<file path="config.mk">
export PLATFORM = sky130hd
export DESIGN_NAME = counter_array_timebase_irq
export DESIGN_NICKNAME = d
export VERILOG_FILES = /design/src/hw/counter_array_pkg.sv /design/src/hw/counter_array_timebase_irq.sv
export VERILOG_INCLUDE_DIRS = /design/src /design/src/hw
export SDC_FILE = /design/constraint.sdc
export NUM_CORES = 1
export LEC_CHECK = 0
export ABC_CLOCK_PERIOD_IN_PS = 6060
export BUFFER_PORTS_ARGS = -buffer_cell sky130_fd_sc_hd__clkbuf_2
export CAP_MARGIN = 20
export CORE_ASPECT_RATIO = 0.6
export CORE_MARGIN = 4
export CORE_UTILIZATION = 46
export CTS_BUF_LIST = sky130_fd_sc_hd__clkbuf_8
export DETAILED_ROUTE_END_ITERATION = 8
export PLACE_DENSITY = 0.69
export SETUP_SLACK_MARGIN = 0.02
export SYNTH_ARGS = -nofsm -noshare
export SYNTH_HDL_FRONTEND = slang
export SYNTH_SLANG_ARGS = --single-unit
</file>
<file path="constraint.sdc">
create_clock -name CORE_CLK -period 6.06 [get_ports CORE_CLK]
set_clock_uncertainty 0.1 [all_clocks]
set_input_delay 1.212 -clock CORE_CLK [delete_from_list [all_inputs] [get_ports CORE_CLK]]
set_output_delay 1.212 -clock CORE_CLK [all_outputs]
set_load 0.05 [all_outputs]
</file>
<file path="src/hw/counter_array_regs.svh">
`ifndef COUNTER_ARRAY_REGS_SVH
`define COUNTER_ARRAY_REGS_SVH
// register offsets
`define CA_OFS_LOW 8'h00
`define CA_OFS_HIGH 8'h01
`define CA_OFS_MODE 8'h02
`define CA_OFS_CTRL 8'h03
`define CA_OFS_CHEN 8'h04
`define CA_OFS_PWM_CYCLE_LENGTH_SELECT 8'h05
`define CA_OFS_CHFLAG 8'h06
// mode register fields
`define CA_MODE_ECF 0
`define CA_MODE_CPS_LO 1
`define CA_MODE_CPS_HI 3
`define CA_MODE_WDT 6
`define CA_MODE_IDLE_SUSPEND 7
// control register fields
`define CA_CTRL_CF 7
`define CA_CTRL_INTERMEDIATE_OVERFLOW_FLAG 6
`define CA_CTRL_INTERMEDIATE_OVERFLOW_IRQ_ENABLE 5
`define CA_CTRL_ARR_EN 0
// reset values
`define CA_MODE_RESET 8'h40
`define CA_ZERO_BYTE 8'h00
// divider counts
`define CA_DIV12_LAST 4'hB
`define CA_DIV4_LAST 4'h3
`endif

</file>
<file path="src/hw/counter_array_pkg.sv">
`default_nettype none
package counter_array_pkg;
  typedef enum logic [2:0] {
    TB_DIV12, TB_DIV4, TB_T0OVF, TB_EXT_EDGE, TB_SYSCLK, TB_XOSC8, TB_RTC8, TB_RESERVED
  } timebase_type;
  typedef struct packed {
    logic [7:0] addr;
    logic [7:0] wdata;
    logic wr;
    logic rd;
  } bus_req_type;
endpackage
`default_nettype wire

</file>
<file path="src/hw/counter_array_timebase_irq.sv">
// Notes on behaviour
// - one 16-bit counter as two bytes
// - low read latches high byte snapshot
// - reads never disturb counting
// - three-bit field selects count source
// - divided oscillator sources synchronised first
// - wrap to zero sets overflow flag
// - overflow request only when enabled
// - overflow flag cleared only by software
// - normal counting in idle when allowed
// - intermediate flag on lower bit overflow
// - six channel flags set by modules
// - flags set regardless of enables
// - request is OR of enabled flags
// - request needs global and array enables
// - six channel lines gated by crossbar
// - module five watchdog locks writes
// - cycle length picks intermediate bit
// - channel flags cleared only by software
`include "counter_array_regs.svh"
`default_nettype none
module counter_array_timebase_irq
  import counter_array_pkg::*;
(
  input wire logic CORE_CLK,
  input wire logic RESET,
  input wire logic [7:0] ADDR,
  input wire logic [7:0] WDATA,
  input wire logic WR,
  input wire logic RD,
  output logic [7:0] RDATA,
  input wire logic CPU_IDLE,
  input wire logic GLOBAL_IRQ_ENABLE,
  input wire logic TIMER0_OVF,
  input wire logic EXT_COUNT_INPUT,
  input wire logic XOSC_DIV8,
  input wire logic RTC_DIV8,
  input wire logic [5:0] CHANNEL_MATCH_SET,
  input wire logic [5:0] CHANNEL_OUT,
  input wire logic [5:0] CROSSBAR_ENABLE,
  output logic [5:0] CHANNEL_IO_LINE,
  output logic [5:0] CHANNEL_IO_LINE_OE,
  output logic [15:0] COUNT_VALUE,
  output logic COUNT_TICK,
  output logic WATCHDOG_MODE,
  output logic IRQ
);
  bus_req_type req;
  logic [15:0] count_q;
  logic [15:0] count_d;
  logic [7:0] snap_q;
  logic [7:0] mode_q;
  logic cf_q;
  logic intermediate_overflow_flag_q;
  logic intermediate_overflow_irq_enable_q;
  logic arr_en_q;
  logic [5:0] chen_q;
  logic [5:0] chflag_q;
  logic [1:0] pwm_cycle_length_select_q;
  logic [3:0] div_q;
  logic div12_tick;
  logic div4_tick;
  logic ext_d1_q;
  logic ext_d2_q;
  logic xo_rise;
  logic rt_rise;
  logic tick;
  logic run;
  logic wrap;
  logic inter_ovf;
  logic irq_any;
  timebase_type tb;

  // bundle the register port
  assign req = '{addr: ADDR, wdata: WDATA, wr: WR, rd: RD};
  assign tb = timebase_type'(mode_q[`CA_MODE_CPS_HI:`CA_MODE_CPS_LO]);

  // free running prescaler for the /12 and /4 sources
  always_ff @(posedge CORE_CLK) begin
    if (RESET) begin
      div_q <= 4'h0;
    end else if (div_q == `CA_DIV12_LAST) begin
      div_q <= 4'h0;
    end else begin
      div_q <= div_q + 4'h1;
    end
  end
  assign div12_tick = (div_q == `CA_DIV12_LAST);
  assign div4_tick = ({2'b00, div_q[1:0]} == `CA_DIV4_LAST);

  // external pin edge detector, input assumed synchronous
  always_ff @(posedge CORE_CLK) begin
    if (RESET) begin
      ext_d1_q <= 1'b1;
      ext_d2_q <= 1'b1;
    end else begin
      ext_d1_q <= EXT_COUNT_INPUT;
      ext_d2_q <= ext_d1_q;
    end
  end

  // synchronisers for the divided oscillator sources
  counter_array_rise_sync #(.STAGES(3)) xo_sync (
    .clk(CORE_CLK),
    .rst(RESET),
    .level(XOSC_DIV8),
    .rise(xo_rise)
  );
  counter_array_rise_sync #(.STAGES(3)) rt_sync (
    .clk(CORE_CLK),
    .rst(RESET),
    .level(RTC_DIV8),
    .rise(rt_rise)
  );

  // count source multiplexer
  always_comb begin
    case (tb)
      TB_DIV12: tick = div12_tick;
      TB_DIV4: tick = div4_tick;
      TB_T0OVF: tick = TIMER0_OVF;
      TB_EXT_EDGE: tick = ext_d2_q & ~ext_d1_q;
      TB_SYSCLK: tick = 1'b1;
      TB_XOSC8: tick = xo_rise;
      TB_RTC8: tick = rt_rise;
      TB_RESERVED: tick = 1'b0;
      default: tick = 1'b0;
    endcase
  end

  // idle suspend gates counting
  assign run = tick & ~(mode_q[`CA_MODE_IDLE_SUSPEND] & CPU_IDLE);
  assign count_d = count_q + 16'h0001;
  assign wrap = run & (count_q == 16'hFFFF);

  // intermediate overflow at bit chosen by cycle length
  always_comb begin
    case (pwm_cycle_length_select_q)
      2'b00: inter_ovf = run & (count_q[7:0] == 8'hFF);
      2'b01: inter_ovf = run & (count_q[8:0] == 9'h1FF);
      2'b10: inter_ovf = run & (count_q[9:0] == 10'h3FF);
      2'b11: inter_ovf = run & (count_q[10:0] == 11'h7FF);
      default: inter_ovf = 1'b0;
    endcase
  end

  // the counter itself; register reads never touch it
  always_ff @(posedge CORE_CLK) begin
    if (RESET) begin
      count_q <= 16'h0000;
    end else if (req.wr && req.addr == `CA_OFS_LOW && !mode_q[`CA_MODE_WDT]) begin
      count_q <= {count_q[15:8], req.wdata};
    end else if (req.wr && req.addr == `CA_OFS_HIGH && !mode_q[`CA_MODE_WDT]) begin
      count_q <= {req.wdata, count_q[7:0]};
    end else if (run) begin
      count_q <= count_d;
    end
  end

  // high byte snapshot on low byte read
  always_ff @(posedge CORE_CLK) begin
    if (RESET) begin
      snap_q <= `CA_ZERO_BYTE;
    end else if (req.rd && req.addr == `CA_OFS_LOW) begin
      snap_q <= count_q[15:8];
    end
  end

  // mode register; watchdog bit locks the rest
  always_ff @(posedge CORE_CLK) begin
    if (RESET) begin
      mode_q <= `CA_MODE_RESET;
    end else if (req.wr && req.addr == `CA_OFS_MODE) begin
      if (mode_q[`CA_MODE_WDT]) begin
        mode_q[`CA_MODE_WDT] <= req.wdata[`CA_MODE_WDT];
      end else begin
        mode_q <= {req.wdata[7:6], 2'b00, req.wdata[3:0]};
      end
    end
  end

  // control register enables
  always_ff @(posedge CORE_CLK) begin
    if (RESET) begin
      intermediate_overflow_irq_enable_q <= 1'b0;
      arr_en_q <= 1'b0;
    end else if (req.wr && req.addr == `CA_OFS_CTRL) begin
      intermediate_overflow_irq_enable_q <= req.wdata[`CA_CTRL_INTERMEDIATE_OVERFLOW_IRQ_ENABLE];
      arr_en_q <= req.wdata[`CA_CTRL_ARR_EN];
    end
  end

  // per-channel interrupt enables
  always_ff @(posedge CORE_CLK) begin
    if (RESET) begin
      chen_q <= 6'h00;
    end else if (req.wr && req.addr == `CA_OFS_CHEN) begin
      chen_q <= req.wdata[5:0];
    end
  end

  // cycle length, locked while the watchdog runs
  always_ff @(posedge CORE_CLK) begin
    if (RESET) begin
      pwm_cycle_length_select_q <= 2'b00;
    end else if (req.wr && req.addr == `CA_OFS_PWM_CYCLE_LENGTH_SELECT && !mode_q[`CA_MODE_WDT]) begin
      pwm_cycle_length_select_q <= req.wdata[1:0];
    end
  end

  // sticky overflow flag; hardware set beats software clear
  always_ff @(posedge CORE_CLK) begin
    if (RESET) begin
      cf_q <= 1'b0;
    end else if (wrap) begin
      cf_q <= 1'b1;
    end else if (req.wr && req.addr == `CA_OFS_CTRL) begin
      cf_q <= req.wdata[`CA_CTRL_CF];
    end
  end

  // sticky intermediate flag; hardware set beats software clear
  always_ff @(posedge CORE_CLK) begin
    if (RESET) begin
      intermediate_overflow_flag_q <= 1'b0;
    end else if (inter_ovf) begin
      intermediate_overflow_flag_q <= 1'b1;
    end else if (req.wr && req.addr == `CA_OFS_CTRL) begin
      intermediate_overflow_flag_q <= req.wdata[`CA_CTRL_INTERMEDIATE_OVERFLOW_FLAG];
    end
  end

  // channel flags from the capture/compare modules
  always_ff @(posedge CORE_CLK) begin
    if (RESET) begin
      chflag_q <= 6'h00;
    end else if (req.wr && req.addr == `CA_OFS_CHFLAG) begin
      chflag_q <= (chflag_q & req.wdata[5:0]) | CHANNEL_MATCH_SET;
    end else begin
      chflag_q <= chflag_q | CHANNEL_MATCH_SET;
    end
  end

  // combined request
  assign irq_any = (cf_q & mode_q[`CA_MODE_ECF]) | (intermediate_overflow_flag_q & intermediate_overflow_irq_enable_q) | (|(chflag_q & chen_q));

  always_ff @(posedge CORE_CLK) begin
    if (RESET) begin
      IRQ <= 1'b0;
    end else begin
      IRQ <= irq_any & arr_en_q & GLOBAL_IRQ_ENABLE;
    end
  end

  // channel lines through the crossbar
  always_ff @(posedge CORE_CLK) begin
    if (RESET) begin
      CHANNEL_IO_LINE <= 6'h00;
    end else begin
      CHANNEL_IO_LINE <= CHANNEL_OUT & CROSSBAR_ENABLE;
    end
  end

  // a line is driven only where the crossbar routes it
  always_ff @(posedge CORE_CLK) begin
    if (RESET) begin
      CHANNEL_IO_LINE_OE <= 6'h00;
    end else begin
      CHANNEL_IO_LINE_OE <= CROSSBAR_ENABLE;
    end
  end

  // counter value to the compare modules
  always_ff @(posedge CORE_CLK) begin
    if (RESET) begin
      COUNT_VALUE <= 16'h0000;
    end else begin
      COUNT_VALUE <= count_q;
    end
  end

  // tick marks a count step, one cycle ahead of the value
  always_ff @(posedge CORE_CLK) begin
    if (RESET) begin
      COUNT_TICK <= 1'b0;
    end else begin
      COUNT_TICK <= run;
    end
  end

  // watchdog state for the channel five logic
  always_ff @(posedge CORE_CLK) begin
    if (RESET) begin
      WATCHDOG_MODE <= 1'b1;
    end else begin
      WATCHDOG_MODE <= mode_q[`CA_MODE_WDT];
    end
  end

  // read data one cycle after the strobe
  always_ff @(posedge CORE_CLK) begin
    if (RESET) begin
      RDATA <= `CA_ZERO_BYTE;
    end else if (req.rd) begin
      case (req.addr)
        `CA_OFS_LOW: RDATA <= count_q[7:0];
        `CA_OFS_HIGH: RDATA <= snap_q;
        `CA_OFS_MODE: RDATA <= {mode_q[7:6], 2'b00, mode_q[3:0]};
        `CA_OFS_CTRL: RDATA <= {cf_q, intermediate_overflow_flag_q, intermediate_overflow_irq_enable_q, 4'h0, arr_en_q};
        `CA_OFS_CHEN: RDATA <= {2'b00, chen_q};
        `CA_OFS_PWM_CYCLE_LENGTH_SELECT: RDATA <= {6'h00, pwm_cycle_length_select_q};
        `CA_OFS_CHFLAG: RDATA <= {2'b00, chflag_q};
        default: RDATA <= `CA_ZERO_BYTE;
      endcase
    end else begin
      RDATA <= `CA_ZERO_BYTE;
    end
  end
endmodule

// shift a slow level into the clock domain and flag its rise
module counter_array_rise_sync
  import counter_array_pkg::*;
#(
  parameter int STAGES = 3
)
(
  input wire logic clk,
  input wire logic rst,
  input wire logic level,
  output logic rise
);
  logic [STAGES-1:0] pipe_q;

  // only the last two stages are looked at, never the first
  always_ff @(posedge clk) begin
    if (rst) begin
      pipe_q <= '0;
    end else begin
      pipe_q <= {pipe_q[STAGES-2:0], level};
    end
  end
  assign rise = pipe_q[STAGES-2] & ~pipe_q[STAGES-1];
endmodule
`default_nettype wire

</file>
==> metrics.cfg <==
[global_route]
grtUsageMet2_pct = 29.2
gr-total-overflow = 0
grt_use_total_pct = 20.7
grt_antenna_before_repair = 0
grt_max_degree = 45
grt_pass1_vias = 3197
grt.busiest_layer = met1
grt_use_met1_pct = 30.2
grt_first_pass_wirelength_mm = 16.5
gr-usage-met3_pct = 5.91

[critical_path]
criticalPathCategory = in -> reg
path_buf_inv = 1
reg2regPathDepth = 8
crit_cells = 7
crit_arrival_ps = 3080
critPathCaptureType = flop
crit_family = simple AND/OR/NAND/NOR gates
crit_chain = clkbuf_2 > or4_4 > nor2_1 > and3_1 > nand2_2 > o21ai_0 > a21oi_1
max_stage_delay_ps = 570
start_kind = input port
slowest_stage = or4_4
cp_max_fo = 7
crit_required_ps = 6170

[pwr]
p_per_area_nw_per_um2 = 258
leakagePower_uw = 0.00201
peakVddDrop_uv = 142

[drt]
drc = 0
via_per_inst = 5.51
routed_wl_mm = 10.1
num_vias = 3398
wl_per_cell_microns = 16.4
dr.pass1.iters = 5
drt_iter0_markers = 322
ant_nets = 0

[sta]
finalMaxSlewViolations = 0
relSlewSlack_pct = 37.9
hold_violations = 0
period_share_pct = 48.9
worst_pin_slew_ps = 931
tns_ps = 0
setup_viol = 0
fmax_mhz = 337
setup_ws_ps = 3100
rsz0062_at_grt = no
period_needed_ps = 2960

[final_layout]
final_cells = 617
area_delta_synth_final_pct = 17.6
diodes = 0
drive_above_1_share_pct = 23.2
final_nets = 548

[floorplan]
core_region_area_sq_um = 8520
dieArea_sq_um = 10300
die_w_microns = 129
ioPinCount = 83
die_y_microns = 80.4
rows = 26
start_util_pct = 47.2

[outcome]
status = finished, final reports clean

[run]
maxCapViolCount = 0

[clock_network]
cts_setup_buffers = 0
cts_resized = 0
clock_tree.buffer_depth = 2
clkSlewWorstSetupHoldPaths_ps = 90
cts_sinks = 99
tritoncts = done
hold_buffers = 0
cts_root_buffer = clkbuf_8
cts-buffers-inserted = 9
clock_latency_ps = 360
htree_levels = 3

[yosys]
synth_top_area_share_pct = 49.3
netlist.top_cell.by_area = dfxtp_1
ys_types = 51
synth_area_sq_um = 4020
ys_async_sr_fraction_pct = 0
yosysSeqAreaShare_pct = 49.3
synthesis.nets = 472
yosysMostFrequentCell = dfxtp_1
synth_cells = 425
synthFlopType = dfxtp_1
ys_ff_latch = 99
yosys_warnings = 0
synth-edff-count = 0
avgSynthCellArea_sq_um = 9.46
ys_top_cells_by_count = 99 x dfxtp_1, 39 x nor2_1, 35 x nor2b_1
yosys-top-cells-area = dfxtp_1 49%, mux2i_1 6.7%, nor2b_1 5.4%

[place]
dp.cells = 602
place.gp.congestion = 0.931
dp_hpwl_mm = 7.60
portBuffers = 82
pre_cts_slack_ps = 2760

[min_path]
holdPathStages = 1
hp-class = reg -> reg

[flip-flops by register name, indices dropped and copies added, names as in the netlist]
signal / cells
pwm_cycle_length_select_q: 2
mode_q: 6
ext_d2_q: 1
chen_q: 6
cf_q: 1
CHANNEL_IO_LINE_OE: 6
IRQ: 1
CHANNEL_IO_LINE: 6
COUNT_VALUE: 16
count_q: 16
intermediate_overflow_irq_enable_q: 1
xo_sync.pipe_q: 3
WATCHDOG_MODE: 1
rt_sync.pipe_q: 3
intermediate_overflow_flag_q: 1
arr_en_q: 1
chflag_q: 6
COUNT_TICK: 1
snap_q: 8
ext_d1_q: 1
RDATA: 8
div_q: 4
[cells by family (layout without fill, tap and decap cells)]
| family | count (synthesis) | in the layout | synth area share, % |
|---|---|---|---|
| simple gates | 179 | 179 | 23.9 |
| xor+xnor | 11 | 11 | 2.40 |
| flops | 99 | 99 | 49.3 |
| fa+ha+maj | 3 | 3 | 0.934 |
| mux | 31 | 31 | 8.41 |
| compound gates | 72 | 72 | 11.7 |
| buf+inv | 30 | 110 | 3.33 |
[final cells by class]
cell class,count,area [sq um]
clock buffer,9,124
clock inverter,6,106
fill,795,3800
inverter,10,37.5
multi-input combinational,296,1900
sequential,99,1980
tap,112,140
timing repair buffer,85,433
[cell usage in the layout (no fill, tap or decap), types with 3 or more instances in the layout]
master     count
xor2_1        10
a21oi_1       23
o21ai_0       17
buf_4          3
and4_1         3
mux2i_1       27
nand4_1        4
nand2_1       31
nor2_1        39
ha_1           3
nor2b_1       35
a32oi_1        3
o211ai_1       3
clkbuf_2      82
nand3_1       27
nand2b_1       4
and3_1         6
nand2_2        4
inv_1         11
or2_2          4
clkbuf_8       9
bufinv_16      3
a211oi_1       9
a22oi_1        4
dfxtp_1       99
nand4b_1       3
and2_1         7
[per-layer routing]
layer | wire length (microns) | vias to the layer above
li1 | - | 1633
met1 | 4710 | 1586
met2 | 4180 | 167
met3 | 1110 | 12
met4 | 127 | 0
met5 | 0 | -
[report_power, final]
group / switching [uW] / internal [uW]
clock: 210 / 269
combinational: 48.5 / 23.9
sequential: 5.75 / 660
total: 264 / 954
[stage by stage]
stage	area, sq um	hold slack, ps	total power [uW]	utilization, %
3_5_place_dp	4500	323	754	52.7
2_1_floorplan	4020	307	722	-
4_1_cts	4730	340	1230	55.4
6_report	4730	331	1220	55.4
5_1_grt	4730	366	1270	55.4
3_3_place_gp	4500	319	752	52.7
[final timing paths]
path,start,slack (ps),end
setup / recovery,ADDR[5],3100,chflag_q[3]$_SDFF_PP0_
setup reg to reg,div_q[0]$_SDFF_PP0_,3820,count_q[12]$_SDFFE_PP0P_
hold / removal,ext_d1_q$_SDFF_PP1_,330,ext_d2_q$_SDFF_PP1_
hold reg to reg,ext_d1_q$_SDFF_PP1_,330,ext_d2_q$_SDFF_PP1_
Note: power is estimated with default switching activity, not from simulation.
